**src/pkg/lbrec_pkg.sv**
```systemverilog
// Constants and types shared by the last branch recorder
package lbrec_pkg;

  // Model register indices (port selects, not byte addresses)
  localparam logic [2:0] IDX_DEBUG_CONTROL  = 3'h0;
  localparam logic [2:0] IDX_BRANCH_SOURCE  = 3'h1;
  localparam logic [2:0] IDX_BRANCH_TARGET  = 3'h2;
  localparam logic [2:0] IDX_PRE_EXC_SOURCE = 3'h3;
  localparam logic [2:0] IDX_PRE_EXC_TARGET = 3'h4;

  // Debug control field positions
  localparam int BIT_RECORD_ENABLE = 0;
  localparam int BIT_STEP_ON_XFER  = 1;
  localparam int BIT_PIN_SEL_LO    = 2;
  localparam int BIT_TRACE_ENABLE  = 6;
  localparam int CTL_BITS          = 7;
  localparam int NUM_PINS          = 4;
  localparam int PTR_W             = 32;

  // Reset values
  localparam logic [CTL_BITS-1:0] CTL_RESET = 7'h00;
  localparam logic [PTR_W-1:0]    PTR_RESET = 32'h0000_0000;
  localparam logic [PTR_W-1:0]    RD_ZERO   = 32'h0000_0000;

  // Privilege level allowed to write the control register
  localparam logic [1:0] PRIV_KERNEL = 2'h0;

  // Kinds of control transfer reported by the core
  typedef enum logic [0:0] {
    XFER_BRANCH = 1'b0,
    XFER_INT_EXC = 1'b1
  } lbrec_xfer_t;

endpackage : lbrec_pkg

```
**src/verilog/lbrec_top.sv**
```systemverilog
// Last branch recorder: control register, pointer capture, pins, trace
`timescale 1ns/1ps

// Function
// With recording enabled, capture source and target of latest transfers.
// Any debug exception clears the recording enable, freezing the pointers.
// Step-on-transfer makes the single-step flag trap only on transfers.
// A set pin select routes matches of its breakpoint address to its pin.
// Each reported breakpoint match pulses its pin active then inactive; a match while the pin is low gives no pulse.
// A clear pin select routes performance events; execution is unaffected.
// Trace enable emits a trace message for every branch, interrupt, exception; a transfer coinciding with a debug exception gives none.
// While trace messages are enabled the four pointers are undefined.
// Control writes accepted only at privilege zero or real-address mode.
// A taken branch loads its address as source, its destination as target.
// An interrupt or exception loads interrupted address and handler address.
// Interrupts and exceptions first copy branch pointers to pre-exception pair.
// Debug exceptions themselves are never recorded as transfers.
// Each of the four pointer registers is 32 bits, one pointer.
// Pointers are code segment offsets, not linear addresses.
// All four pointer registers are readable through the register read.
// Handler software must set recording enable again before resuming.
// Debug control resets to zero, everything disabled.
module lbrec_top
  import lbrec_pkg::*;
(
  input  wire logic                     mclk_i,
  input  wire logic                     rstn_i,
  // Model register access from the core
  input  wire logic                     reg_read_i,
  input  wire logic                     reg_write_i,
  input  wire logic [2:0]               reg_index_i,
  input  wire logic [31:0]              reg_wdata_i,
  input  wire logic [1:0]               priv_level_i,
  input  wire logic                     real_mode_i,
  output logic      [31:0]              reg_rdata_o,
  output logic                          reg_rvalid_o,
  output logic                          reg_fault_o,
  // Control transfers from the core
  input  wire logic                     xfer_valid_i,
  input  wire lbrec_pkg::lbrec_xfer_t   xfer_kind_i,
  input  wire logic [lbrec_pkg::PTR_W-1:0] xfer_from_i,
  input  wire logic [lbrec_pkg::PTR_W-1:0] xfer_to_i,
  input  wire logic                     debug_exception_i,
  input  wire logic                     instr_retire_i,
  input  wire logic                     single_step_flag_i,
  output logic                          step_trap_o,
  // Breakpoint and performance event sources, pins
  input  wire logic [lbrec_pkg::NUM_PINS-1:0] bp_match_i,
  input  wire logic [lbrec_pkg::NUM_PINS-1:0] perf_event_i,
  output logic      [lbrec_pkg::NUM_PINS-1:0] breakpoint_pin_n_o,
  // Branch trace message output
  output logic                          trace_valid_o,
  output lbrec_pkg::lbrec_xfer_t        trace_kind_o,
  output logic [lbrec_pkg::PTR_W-1:0]   trace_from_o,
  output logic [lbrec_pkg::PTR_W-1:0]   trace_to_o
);
  import lbrec_pkg::*;

  ////////////////////////////////////////////////////////////////////////
  // Declarations
  logic [CTL_BITS-1:0] ctl_ff;
  logic [CTL_BITS-1:0] nxt_ctl;
  logic [PTR_W-1:0]    src_ff;
  logic [PTR_W-1:0]    tgt_ff;
  logic [PTR_W-1:0]    pre_src_ff;
  logic [PTR_W-1:0]    pre_tgt_ff;
  logic [31:0]         rdata_ff;
  logic                rvalid_ff;
  logic                fault_ff;
  logic                trap_ff;
  logic                tvalid_ff;
  lbrec_xfer_t         tkind_ff;
  logic [PTR_W-1:0]    tfrom_ff;
  logic [PTR_W-1:0]    tto_ff;
  logic [NUM_PINS-1:0] pin_n_ff;

  logic                rec_en;
  logic                step_xfer;
  logic                trace_en;
  logic [NUM_PINS-1:0] pin_sel;
  logic                priv_ok;
  logic                ctl_wr_ok;
  logic                wr_refused;
  logic                live_xfer;
  logic                rec_xfer;

  ////////////////////////////////////////////////////////////////////////
  // Field views

  // Control register fields
  assign rec_en    = ctl_ff[BIT_RECORD_ENABLE];
  assign step_xfer = ctl_ff[BIT_STEP_ON_XFER];
  assign trace_en  = ctl_ff[BIT_TRACE_ENABLE];
  assign pin_sel   = ctl_ff[BIT_PIN_SEL_LO +: NUM_PINS];

  // Privilege gate for control writes
  assign priv_ok    = (priv_level_i == PRIV_KERNEL) || real_mode_i;
  assign ctl_wr_ok  = reg_write_i && (reg_index_i == IDX_DEBUG_CONTROL)
                      && priv_ok;
  assign wr_refused = reg_write_i && !ctl_wr_ok;

  // A transfer that coincides with a debug exception is that exception
  assign live_xfer = xfer_valid_i && !debug_exception_i;
  assign rec_xfer  = live_xfer && rec_en;

  ////////////////////////////////////////////////////////////////////////
  // Debug control register

  // Next value: software write, then hardware clear on a debug exception
  always_comb
  begin
    nxt_ctl = ctl_ff;
    if (ctl_wr_ok)
    begin
      nxt_ctl = reg_wdata_i[CTL_BITS-1:0];
    end
    if (debug_exception_i)
    begin
      nxt_ctl[BIT_RECORD_ENABLE] = 1'b0;
      nxt_ctl[BIT_STEP_ON_XFER]  = 1'b0;
    end
  end

  // Control register storage
  always_ff @(posedge mclk_i or negedge rstn_i)
  begin
    if (!rstn_i)
    begin
      ctl_ff <= CTL_RESET;
    end
    else
    begin
      ctl_ff <= nxt_ctl;
    end
  end

  ////////////////////////////////////////////////////////////////////////
  // Pointer capture (code segment offsets as given by the core)

  // Branch source and target pair
  always_ff @(posedge mclk_i or negedge rstn_i)
  begin
    if (!rstn_i)
    begin
      src_ff <= PTR_RESET;
      tgt_ff <= PTR_RESET;
    end
    else if (rec_xfer)
    begin
      src_ff <= xfer_from_i;
      tgt_ff <= xfer_to_i;
    end
  end

  // Pre-exception pair takes the old branch pair first
  always_ff @(posedge mclk_i or negedge rstn_i)
  begin
    if (!rstn_i)
    begin
      pre_src_ff <= PTR_RESET;
      pre_tgt_ff <= PTR_RESET;
    end
    else if (rec_xfer && (xfer_kind_i == XFER_INT_EXC))
    begin
      pre_src_ff <= src_ff;
      pre_tgt_ff <= tgt_ff;
    end
  end

  ////////////////////////////////////////////////////////////////////////
  // Register read and write answers

  // Read data one cycle after the read strobe
  always_ff @(posedge mclk_i or negedge rstn_i)
  begin
    if (!rstn_i)
    begin
      rdata_ff  <= RD_ZERO;
      rvalid_ff <= 1'b0;
    end
    else
    begin
      rvalid_ff <= reg_read_i;
      if (reg_read_i)
      begin
        if (reg_index_i == IDX_DEBUG_CONTROL)
        begin
          rdata_ff <= {{(32-CTL_BITS){1'b0}}, ctl_ff};
        end
        else if (reg_index_i == IDX_BRANCH_SOURCE)
        begin
          rdata_ff <= src_ff;
        end
        else if (reg_index_i == IDX_BRANCH_TARGET)
        begin
          rdata_ff <= tgt_ff;
        end
        else if (reg_index_i == IDX_PRE_EXC_SOURCE)
        begin
          rdata_ff <= pre_src_ff;
        end
        else if (reg_index_i == IDX_PRE_EXC_TARGET)
        begin
          rdata_ff <= pre_tgt_ff;
        end
        else
        begin
          rdata_ff <= RD_ZERO;
        end
      end
    end
  end

  // Refused write: wrong privilege, read-only or unmapped index
  always_ff @(posedge mclk_i or negedge rstn_i)
  begin
    if (!rstn_i)
    begin
      fault_ff <= 1'b0;
    end
    else
    begin
      fault_ff <= wr_refused;
    end
  end

  ////////////////////////////////////////////////////////////////////////
  // Single-step trap request

  // Trap on transfers only when step-on-transfer is set
  always_ff @(posedge mclk_i or negedge rstn_i)
  begin
    if (!rstn_i)
    begin
      trap_ff <= 1'b0;
    end
    else if (step_xfer)
    begin
      trap_ff <= single_step_flag_i && live_xfer;
    end
    else
    begin
      trap_ff <= single_step_flag_i && instr_retire_i;
    end
  end

  ////////////////////////////////////////////////////////////////////////
  // Branch trace messages

  // One message per transfer while trace is enabled
  always_ff @(posedge mclk_i or negedge rstn_i)
  begin
    if (!rstn_i)
    begin
      tvalid_ff <= 1'b0;
      tkind_ff  <= XFER_BRANCH;
      tfrom_ff  <= PTR_RESET;
      tto_ff    <= PTR_RESET;
    end
    else
    begin
      tvalid_ff <= trace_en && live_xfer;
      if (trace_en && live_xfer)
      begin
        tkind_ff <= xfer_kind_i;
        tfrom_ff <= xfer_from_i;
        tto_ff   <= xfer_to_i;
      end
    end
  end

  ////////////////////////////////////////////////////////////////////////
  // Breakpoint / performance pins (active low)

  // A source event while its pin is high pulses the pin low for one cycle
  for (genvar gi = 0; gi < NUM_PINS; gi++)
  begin : g_pin
    logic hit;
    // Select picks breakpoint matches or performance events
    assign hit = pin_sel[gi] ? bp_match_i[gi] : perf_event_i[gi];

    always_ff @(posedge mclk_i or negedge rstn_i)
    begin
      if (!rstn_i)
      begin
        pin_n_ff[gi] <= 1'b1;
      end
      else
      begin
        pin_n_ff[gi] <= !(hit && pin_n_ff[gi]);
      end
    end

    a_pin_bp_match: assert property (
      @(posedge mclk_i) disable iff (!rstn_i)
      pin_sel[gi] && bp_match_i[gi] && pin_n_ff[gi] |=> !pin_n_ff[gi])
      else $error("breakpoint match not reported on pin");

    a_pin_perf_event: assert property (
      @(posedge mclk_i) disable iff (!rstn_i)
      !pin_sel[gi] && perf_event_i[gi] && pin_n_ff[gi] |=> !pin_n_ff[gi])
      else $error("performance event not reported on pin");

    a_pin_returns_high: assert property (
      @(posedge mclk_i) disable iff (!rstn_i)
      !pin_n_ff[gi] |=> pin_n_ff[gi])
      else $error("pin held active longer than one cycle");
  end

  ////////////////////////////////////////////////////////////////////////
  // Outputs
  assign reg_rdata_o        = rdata_ff;
  assign reg_rvalid_o       = rvalid_ff;
  assign reg_fault_o        = fault_ff;
  assign step_trap_o        = trap_ff;
  assign trace_valid_o      = tvalid_ff;
  assign trace_kind_o       = tkind_ff;
  assign trace_from_o       = tfrom_ff;
  assign trace_to_o         = tto_ff;
  assign breakpoint_pin_n_o = pin_n_ff;

  ////////////////////////////////////////////////////////////////////////
  // Checks
  a_dbg_clears_enable: assert property (
    @(posedge mclk_i) disable iff (!rstn_i)
    debug_exception_i |=> !ctl_ff[BIT_RECORD_ENABLE])
    else $error("debug exception left recording enabled");
  a_dbg_not_recorded: assert property (
    @(posedge mclk_i) disable iff (!rstn_i)
    debug_exception_i |=> $stable(src_ff) && $stable(tgt_ff))
    else $error("debug exception changed captured pointers");
  a_idle_holds_ptrs: assert property (
    @(posedge mclk_i) disable iff (!rstn_i)
    !ctl_ff[BIT_RECORD_ENABLE] |=> $stable(src_ff) && $stable(pre_src_ff))
    else $error("pointers changed while recording disabled");
  a_branch_capture: assert property (
    @(posedge mclk_i) disable iff (!rstn_i)
    rec_xfer && xfer_kind_i == XFER_BRANCH |=>
      src_ff == $past(xfer_from_i) && tgt_ff == $past(xfer_to_i)
      && $stable(pre_tgt_ff))
    else $error("branch not captured into branch pair");
  a_exc_copy_first: assert property (
    @(posedge mclk_i) disable iff (!rstn_i)
    rec_xfer && xfer_kind_i == XFER_INT_EXC |=>
      pre_src_ff == $past(src_ff) && pre_tgt_ff == $past(tgt_ff)
      && tgt_ff == $past(xfer_to_i))
    else $error("exception did not copy then record");
  a_write_priv_gate: assert property (
    @(posedge mclk_i) disable iff (!rstn_i)
    reg_write_i && priv_level_i != PRIV_KERNEL && !real_mode_i
      |=> reg_fault_o && $stable(ctl_ff[BIT_TRACE_ENABLE]))
    else $error("unprivileged control write accepted");
  a_trace_emits: assert property (
    @(posedge mclk_i) disable iff (!rstn_i)
    trace_en && live_xfer |=> trace_valid_o && trace_to_o == $past(xfer_to_i))
    else $error("transfer with trace enabled gave no message");
  a_step_on_xfer: assert property (
    @(posedge mclk_i) disable iff (!rstn_i)
    step_xfer && single_step_flag_i && !live_xfer |=> !step_trap_o)
    else $error("step trap outside a transfer in transfer mode");
  a_read_source: assert property (
    @(posedge mclk_i) disable iff (!rstn_i)
    reg_read_i && reg_index_i == IDX_PRE_EXC_SOURCE
      |=> reg_rvalid_o && reg_rdata_o == $past(pre_src_ff))
    else $error("pre-exception source read wrong");

endmodule : lbrec_top

```
**config.mk**
```make
export PLATFORM = sky130hd
export DESIGN_NAME = lbrec_top
export DESIGN_NICKNAME = d
export VERILOG_FILES = /design/src/pkg/lbrec_pkg.sv /design/src/verilog/lbrec_top.sv
export SDC_FILE = /design/constraint.sdc
export NUM_CORES = 1
export LEC_CHECK = 0
export ABC_AREA = 0
export BUFFER_PORTS_ARGS = -buffer_cell sky130_fd_sc_hd__buf_2
export CORE_AREA = 2 2 233 120
export DETAILED_ROUTE_END_ITERATION = 8
export DIE_AREA = 0 0 235 122
export PLACE_DENSITY = 0.68
export SETUP_SLACK_MARGIN = 0.2
export SLEW_MARGIN = 20
export SYNTH_ARGS = -nofsm -noshare
export SYNTH_HDL_FRONTEND = slang
export SYNTH_SLANG_ARGS = --single-unit
```
**constraint.sdc**
```tcl
create_clock -name mclk_i -period 4 [get_ports mclk_i]
set_input_delay 0.2 -clock mclk_i [delete_from_list [all_inputs] [get_ports mclk_i]]
set_output_delay 0.2 -clock mclk_i [all_outputs]
set_load 0.05 [all_outputs]
```
After elaboration in Yosys (flattened, before gate mapping)

Cells that the tools add are included.
Widths: inputs -> output; s select.

Input port bits: 119
Register bits: 240

Multiplexer cells: 12
Reduce and logical (&&, ||, !) cells: 23
Equality and inequality tests: 4

Operators by type and width:

| cell               | number |
|---|---|
| $mux 32            | 5 |
| $logic_and 1x1->1  | 13 |
| $eq 3x2->1 const B | 2 |
| $logic_not 1->1    | 6 |
| $mux 1             | 5 |
| $mux 2             | 2 |
| $eq 3x1->1 const B | 1 |
| $eq 3x3->1 const B | 1 |
| $logic_not 3->1    | 1 |
| $logic_not 2->1    | 1 |
| $reduce_bool 2->1  | 1 |
| $logic_or 1x1->1   | 1 |

Logic depth before layout (Yosys ltp)

Word-level depth: 6
Gate-level depth with buffers: 6
Mapped depth without buffers: 3

Worst setup path before layout

Ideal clock, no wire load.

Path type: in2reg
Start point: in reg_index_i[1]
End point: reg rdata_ff[16], in the netlist reg_rdata_o[16]
Slack: 2.679 ns
Arrival time: 1.181 ns
Cell stages on the path: 6
Cell sequence: buf_6 -> buf_6 -> clkbuf_1 -> and4bb_2 -> nor4_1 -> o32ai_1

Longest elaborated chain between the ends: 6
Elaborated cells on any way between the ends: 10
Classes of those cells: eq/ne (4); mux (5); reduce/logical (1)

Ends and longest elaborated chain:

| element              | line             | text |
|---|---|---|
| from (decl)          | lbrec_top.sv:31  | `input wire logic [2:0] reg_index_i,` |
| $eq 3x3->1           | lbrec_top.sv:202 | `else if (reg_index_i == IDX_PRE_EXC_TARGET)` |
| $mux 32              | lbrec_top.sv:202 |  |
| $mux 32              | lbrec_top.sv:198 | `else if (reg_index_i == IDX_PRE_EXC_SOURCE)` |
| $mux 32              | lbrec_top.sv:194 | `else if (reg_index_i == IDX_BRANCH_TARGET)` |
| $mux 32              | lbrec_top.sv:190 | `else if (reg_index_i == IDX_BRANCH_SOURCE)` |
| $mux 32 (*)          | lbrec_top.sv:186 | `if (reg_index_i == IDX_DEBUG_CONTROL)` |
| to (signal assigned) | lbrec_top.sv:188 | `rdata_ff <= {{(32-CTL_BITS){1'b0}}, ctl_ff};` |
| to (signal assigned) | lbrec_top.sv:192 | `rdata_ff <= src_ff;` |
| to (signal assigned) | lbrec_top.sv:196 | `rdata_ff <= tgt_ff;` |
| to (decl)            | lbrec_top.sv:67  | `logic [31:0] rdata_ff;` |

Mark *: on every way between the ends. The rest lies on a longest branch, timed or not.
A chain may end at the register's enable or synchronous reset.

Worst setup path after layout

Start point: in reg_index_i[0]
End point: reg ctl_ff[1]

Longest elaborated chain between the ends: 4

Ends and longest elaborated chain:

| element                     | line             | text |
|---|---|---|
| $logic_not 3->1             | lbrec_top.sv:98  | `assign ctl_wr_ok = reg_write_i && (reg_index_i == IDX_DEBUG_CONTROL)` |
| $logic_and 1x1->1           | lbrec_top.sv:98  |  |
| $logic_and 1x1->1           | lbrec_top.sv:99  | `&& priv_ok;` |
| $reduce_bool 2->1 (no line) | --               |  |
| to (signal assigned)        | lbrec_top.sv:133 | `ctl_ff <= nxt_ctl;` |
| to (decl)                   | lbrec_top.sv:61  | `logic [CTL_BITS-1:0] ctl_ff;` |

Every way passes these cells.

==> reports/qor_table.md <==
| Stage | Parameter | This run |
|:---|:---|:---|
| logic synthesis | FFs w/ async S/R, synth | 100% |
| floorplan | Full die area | 0.0287 sq mm |
| cells and area | Storage element area | 0.00601 sq mm |
| pwr | P per Cell Area | 558 mW/mm^2 |
| clock tree | Number of CTS-inserted buffers | 23 |
| cells and area | Post-route cell area | 0.0134 sq mm |
| logic synthesis | Commonest register cell after synthesis | sky130_fd_sc_hd__dfrtp_1 |
| route | Routed via count | 7351 |
| cells and area | Share of layout cells above drive strength 1 | 47.0% |
| clock tree | Worst-case clock buffer depth | 3 |
| route | Via density per instance | 5.30 |
| job | Number of max-capacitance violations reported | 0 |
| pwr | LEAKAGE | 6.55 nW |
| logic synthesis | Net count after synthesis | 874 |
| clock tree | Setup repair bufs after CTS | 0 |
| route | Wire length reported by the detailed router | 27000 microns |
| pwr | Share of total power in sequential cells | 40.7% |
| clock tree | Skew-Pair Late Insertion Delay | 0.51 ns |
| critical path | Highest fanout seen on the critical path | 106 |
| cells and area | Area added between synthesis and finish | 27.1% |
| critical path | CP max stage delay | 0.76 ns |
| grt | First-pass GRT wire length | 43100 microns |
| cells and area | Commonest cells after routing, fill and taps aside | sky130_fd_sc_hd__dfrtp_1, sky130_fd_sc_hd__mux2_2, sky130_fd_sc_hd__buf_2, sky130_fd_sc_hd__dlygate4sd3_1, sky130_fd_sc_hd__and4bb_2 |
| critical path | Crit Path Category | primary input to flop |
| sta | RSZ-0062 raised after global routing | false |
| outcome | Status | complete, no violations |
| clock tree | CTS tree | built |
| sta | Peak Freq | 0.449 GHz |
| placement | Placer's final routability congestion estimate | 0.765 |
| logic synthesis | Synthesized instance count | 755 |
| floorplan | Core footprint | 0.0270 sq mm |
| cells and area | Multi-input gate area | 0.00417 sq mm |
| logic synthesis | Synth warnings | 0 |
| pwr | Clock share of power | 30.0% |
| grt | Antenna violations before repair | 0 |
| clock tree | Sinks on Clock Net | 240 |
| floorplan | Die span in x | 235 microns |
| cells and area | Final nets | 1129 |
| placement | Number of placed instances, taps included | 1259 |
| sta | Final hold vios | 0 |
| pwr | Worst-case vdd ir drop | 0.391 mV |
| sta | Final setup skew | 0.00734 ns |
| critical path | Crit path capture type | flop |
| clock tree | Clock edge transition at the registers on the reported setup and hold paths | 0.06 ns |
| logic synthesis | Number of flops mapped to enable cells by yosys | 0 |
| logic synthesis | Avg Inst Size Synth | 14.0 sq um |
| pwr | Switching power summed over all nets | 0.00269 W |
| cells and area | Finished Core Util | 49.9% |
| logic synthesis | Register bit count reported by yosys | 240 |
| grt | Total routing usage reported by global routing | 19.1% |
| sta | Number of slew-limit violations in the final report | 0 |
| pwr | Sw Share | 35.9% |
| floorplan | Initial Utilization | 39.2% |
| critical path | Critical-path cell list | buf_4, nor3_1, and3_1, mux2i_1, dlygate4sd3_1 |
| critical path | Slowest stage cell on the critical path | sky130_fd_sc_hd__nor3_1 |
| critical path | Critical Path Start Type | primary input |
| route | Violation count after the first detailed-route iteration | 415 |
| cells and area | Fillers | 2339 |
| grt | Vias in the first global route | 7603 |
| sta | Period minus WS final | 2.23 ns |
| logic synthesis | Distinct cells, synth | 33 |
| sta | Slew at the pin closest to its max-slew limit | 1.03 ns |
| grt | Pin count of the biggest net entering global routing | 126 |
| grt | Congestion Overflow GR | 0 |
| route | First-pass detailed-route iteration total | 5 |
| sta | Rel. slew slack | 31.2% |
| floorplan | Vertical die dimension | 122 microns |
| clock tree | Hold_buf cts | 86 |
| logic synthesis | Post-synth design cell area | 0.0106 sq mm |
| clock tree | Gates resized, CTS repair | 0 |
| pwr | Design internal power | 0.00480 W |
| sta | Count of endpoints failing setup in the final report | 0 |
| sta | Final worst-path cycle share | 55.7% |
| route | DRC Markers | 0 |
| placement | Placed wire-length estimate | 16100 microns |
| floorplan | I/O pin total | 224 |
| clock tree | Deepest level of the CTS H-tree | 1 |
| route | Wire length per cell after detailed routing | 19.5 microns |
| logic synthesis | Sequential cell area fraction in the yosys report | 56.8% |
| hold path | Worst min-delay path class | primary input to flop |
| route | Number of nets still failing antenna checks after routing | 0 |
| sta | Setup TNS | 0 ns |
| placement | Buffers on Ports | 198 |
| placement | Placement-stage cell area | 0.0118 sq mm |
| cells and area | Cell Count, Final, Fillers Out | 1386 |
| pwr | Part of the total power dissipated in combinational logic | 29.3% |
| sta | Worst-case hold slack | 0.0298 ns |
| floorplan | Cell Rows | 43 |
| cells and area | Most frequent standard cell in the layout excluding fill and tap cells | sky130_fd_sc_hd__dfrtp_1 |
| critical path | Data arrival time of the worst path | 2.67 ns |
| critical path | Data required time at the worst endpoint | 4.44 ns |
| clock tree | Cell at the root of the clock tree | sky130_fd_sc_hd__clkbuf_16 |
power by group through the flow:
stage	logic [W]	registers, W	clock network (W)
after CTS	0.00221	0.00305	0.00232
after floorplan	0.000491	0.00415	0
after global routing	0.00231	0.00311	0.00242
after detailed placement	0.00214	0.00309	0
after global placement	0.00211	0.00307	0
final	0.00220	0.00305	0.00225
cell families after synthesis:
family	after synthesis	share of synthesized area (%)
and+or+nand+nor	172	13.4
DFF	240	56.8
AOI/OAI and AO/OA	48	3.95
buffers and inverters	90	4.04
muxes	205	21.8
metal layers:
metal | global-route usage, % | vias to the layer above | wire length [microns]
met5 | 0 | - | 0
met4 | 3.16 | 0 | 366
met3 | 4.55 | 30 | 1650
met2 | 29.9 | 179 | 12100
met1 | 27.4 | 3842 | 12900
li1 | - | 3300 | -
worst max-delay path: cells and delay by family:
family | cells | cell delay (ns)
mux | 1 | 0.25
buf+inv | 2 | 0.91
simple gates | 2 | 1.30
flip-flops by register name, indices dropped and copies added (netlist names):
register	cells
pre_src_ff	32
step_trap_o	1
tgt_ff	32
reg_rvalid_o	1
pre_tgt_ff	32
trace_kind_o	1
trace_valid_o	1
ctl_ff	7
trace_to_o	32
src_ff	32
reg_rdata_o	32
breakpoint_pin_n_o	4
trace_from_o	32
reg_fault_o	1
worst paths after layout:
check                                            from                    end  slack [ns]  cells after the start
worst max-delay path                   reg_index_i[0]              ctl_ff[1]        1.77                      5
worst min-delay path                      xfer_kind_i           trace_kind_o        0.03                      2
min in group asynchronous                      rstn_i            reg_fault_o        0.39                      2
max in group asynchronous                      rstn_i         pre_src_ff[21]        2.63                      3
worst max register to register              ctl_ff[0]         pre_tgt_ff[31]        1.97                      3
worst min register to register  breakpoint_pin_n_o[2]  breakpoint_pin_n_o[2]        0.45                      1
cells in the mapped netlist, drive strengths merged, types with 3 or more instances:
cell type / n / area (sq um)
o32ai: 25 / 219
mux2: 202 / 2270
nor4bb: 21 / 210
a211oi: 7 / 52.6
nand2: 6 / 22.5
nand2b: 5 / 31.3
a221o: 7 / 70.1
nor4: 25 / 156
and4bb: 29 / 363
a41oi: 7 / 61.3
inv: 26 / 97.6
or4bb: 14 / 158
buf: 34 / 216
dfrtp: 236 / 5910
dfstp: 4 / 105
nand3b: 7 / 52.6
nor2b: 9 / 56.3
and3b: 25 / 219
mux2i: 3 / 30.0
clkbuf: 30 / 114
nor2: 25 / 93.8
layout make-up:
| type | count | area share (%) |
|---|---|---|
| clock buffers | 35 | 5.14 |
| multi-input cells | 425 | 31.0 |
| clock inverters | 5 | 0.595 |
| diodes | 1 | 0.0186 |
| repair buffers | 294 | 14.5 |
| flip-flops and latches | 240 | 44.7 |
| inverters | 26 | 0.726 |
| well taps | 360 | 3.35 |
stage by stage:
stage / power [W] / setup WS [ns]
2_1_floorplan: 0.00464 / 2.68
3_3_place_gp: 0.00518 / 1.38
3_5_place_dp: 0.00523 / 1.28
4_1_cts: 0.00758 / 1.82
5_1_grt: 0.00785 / 1.64
6_report: 0.00750 / 1.77
Note: power is estimated with default switching activity, not from simulation.
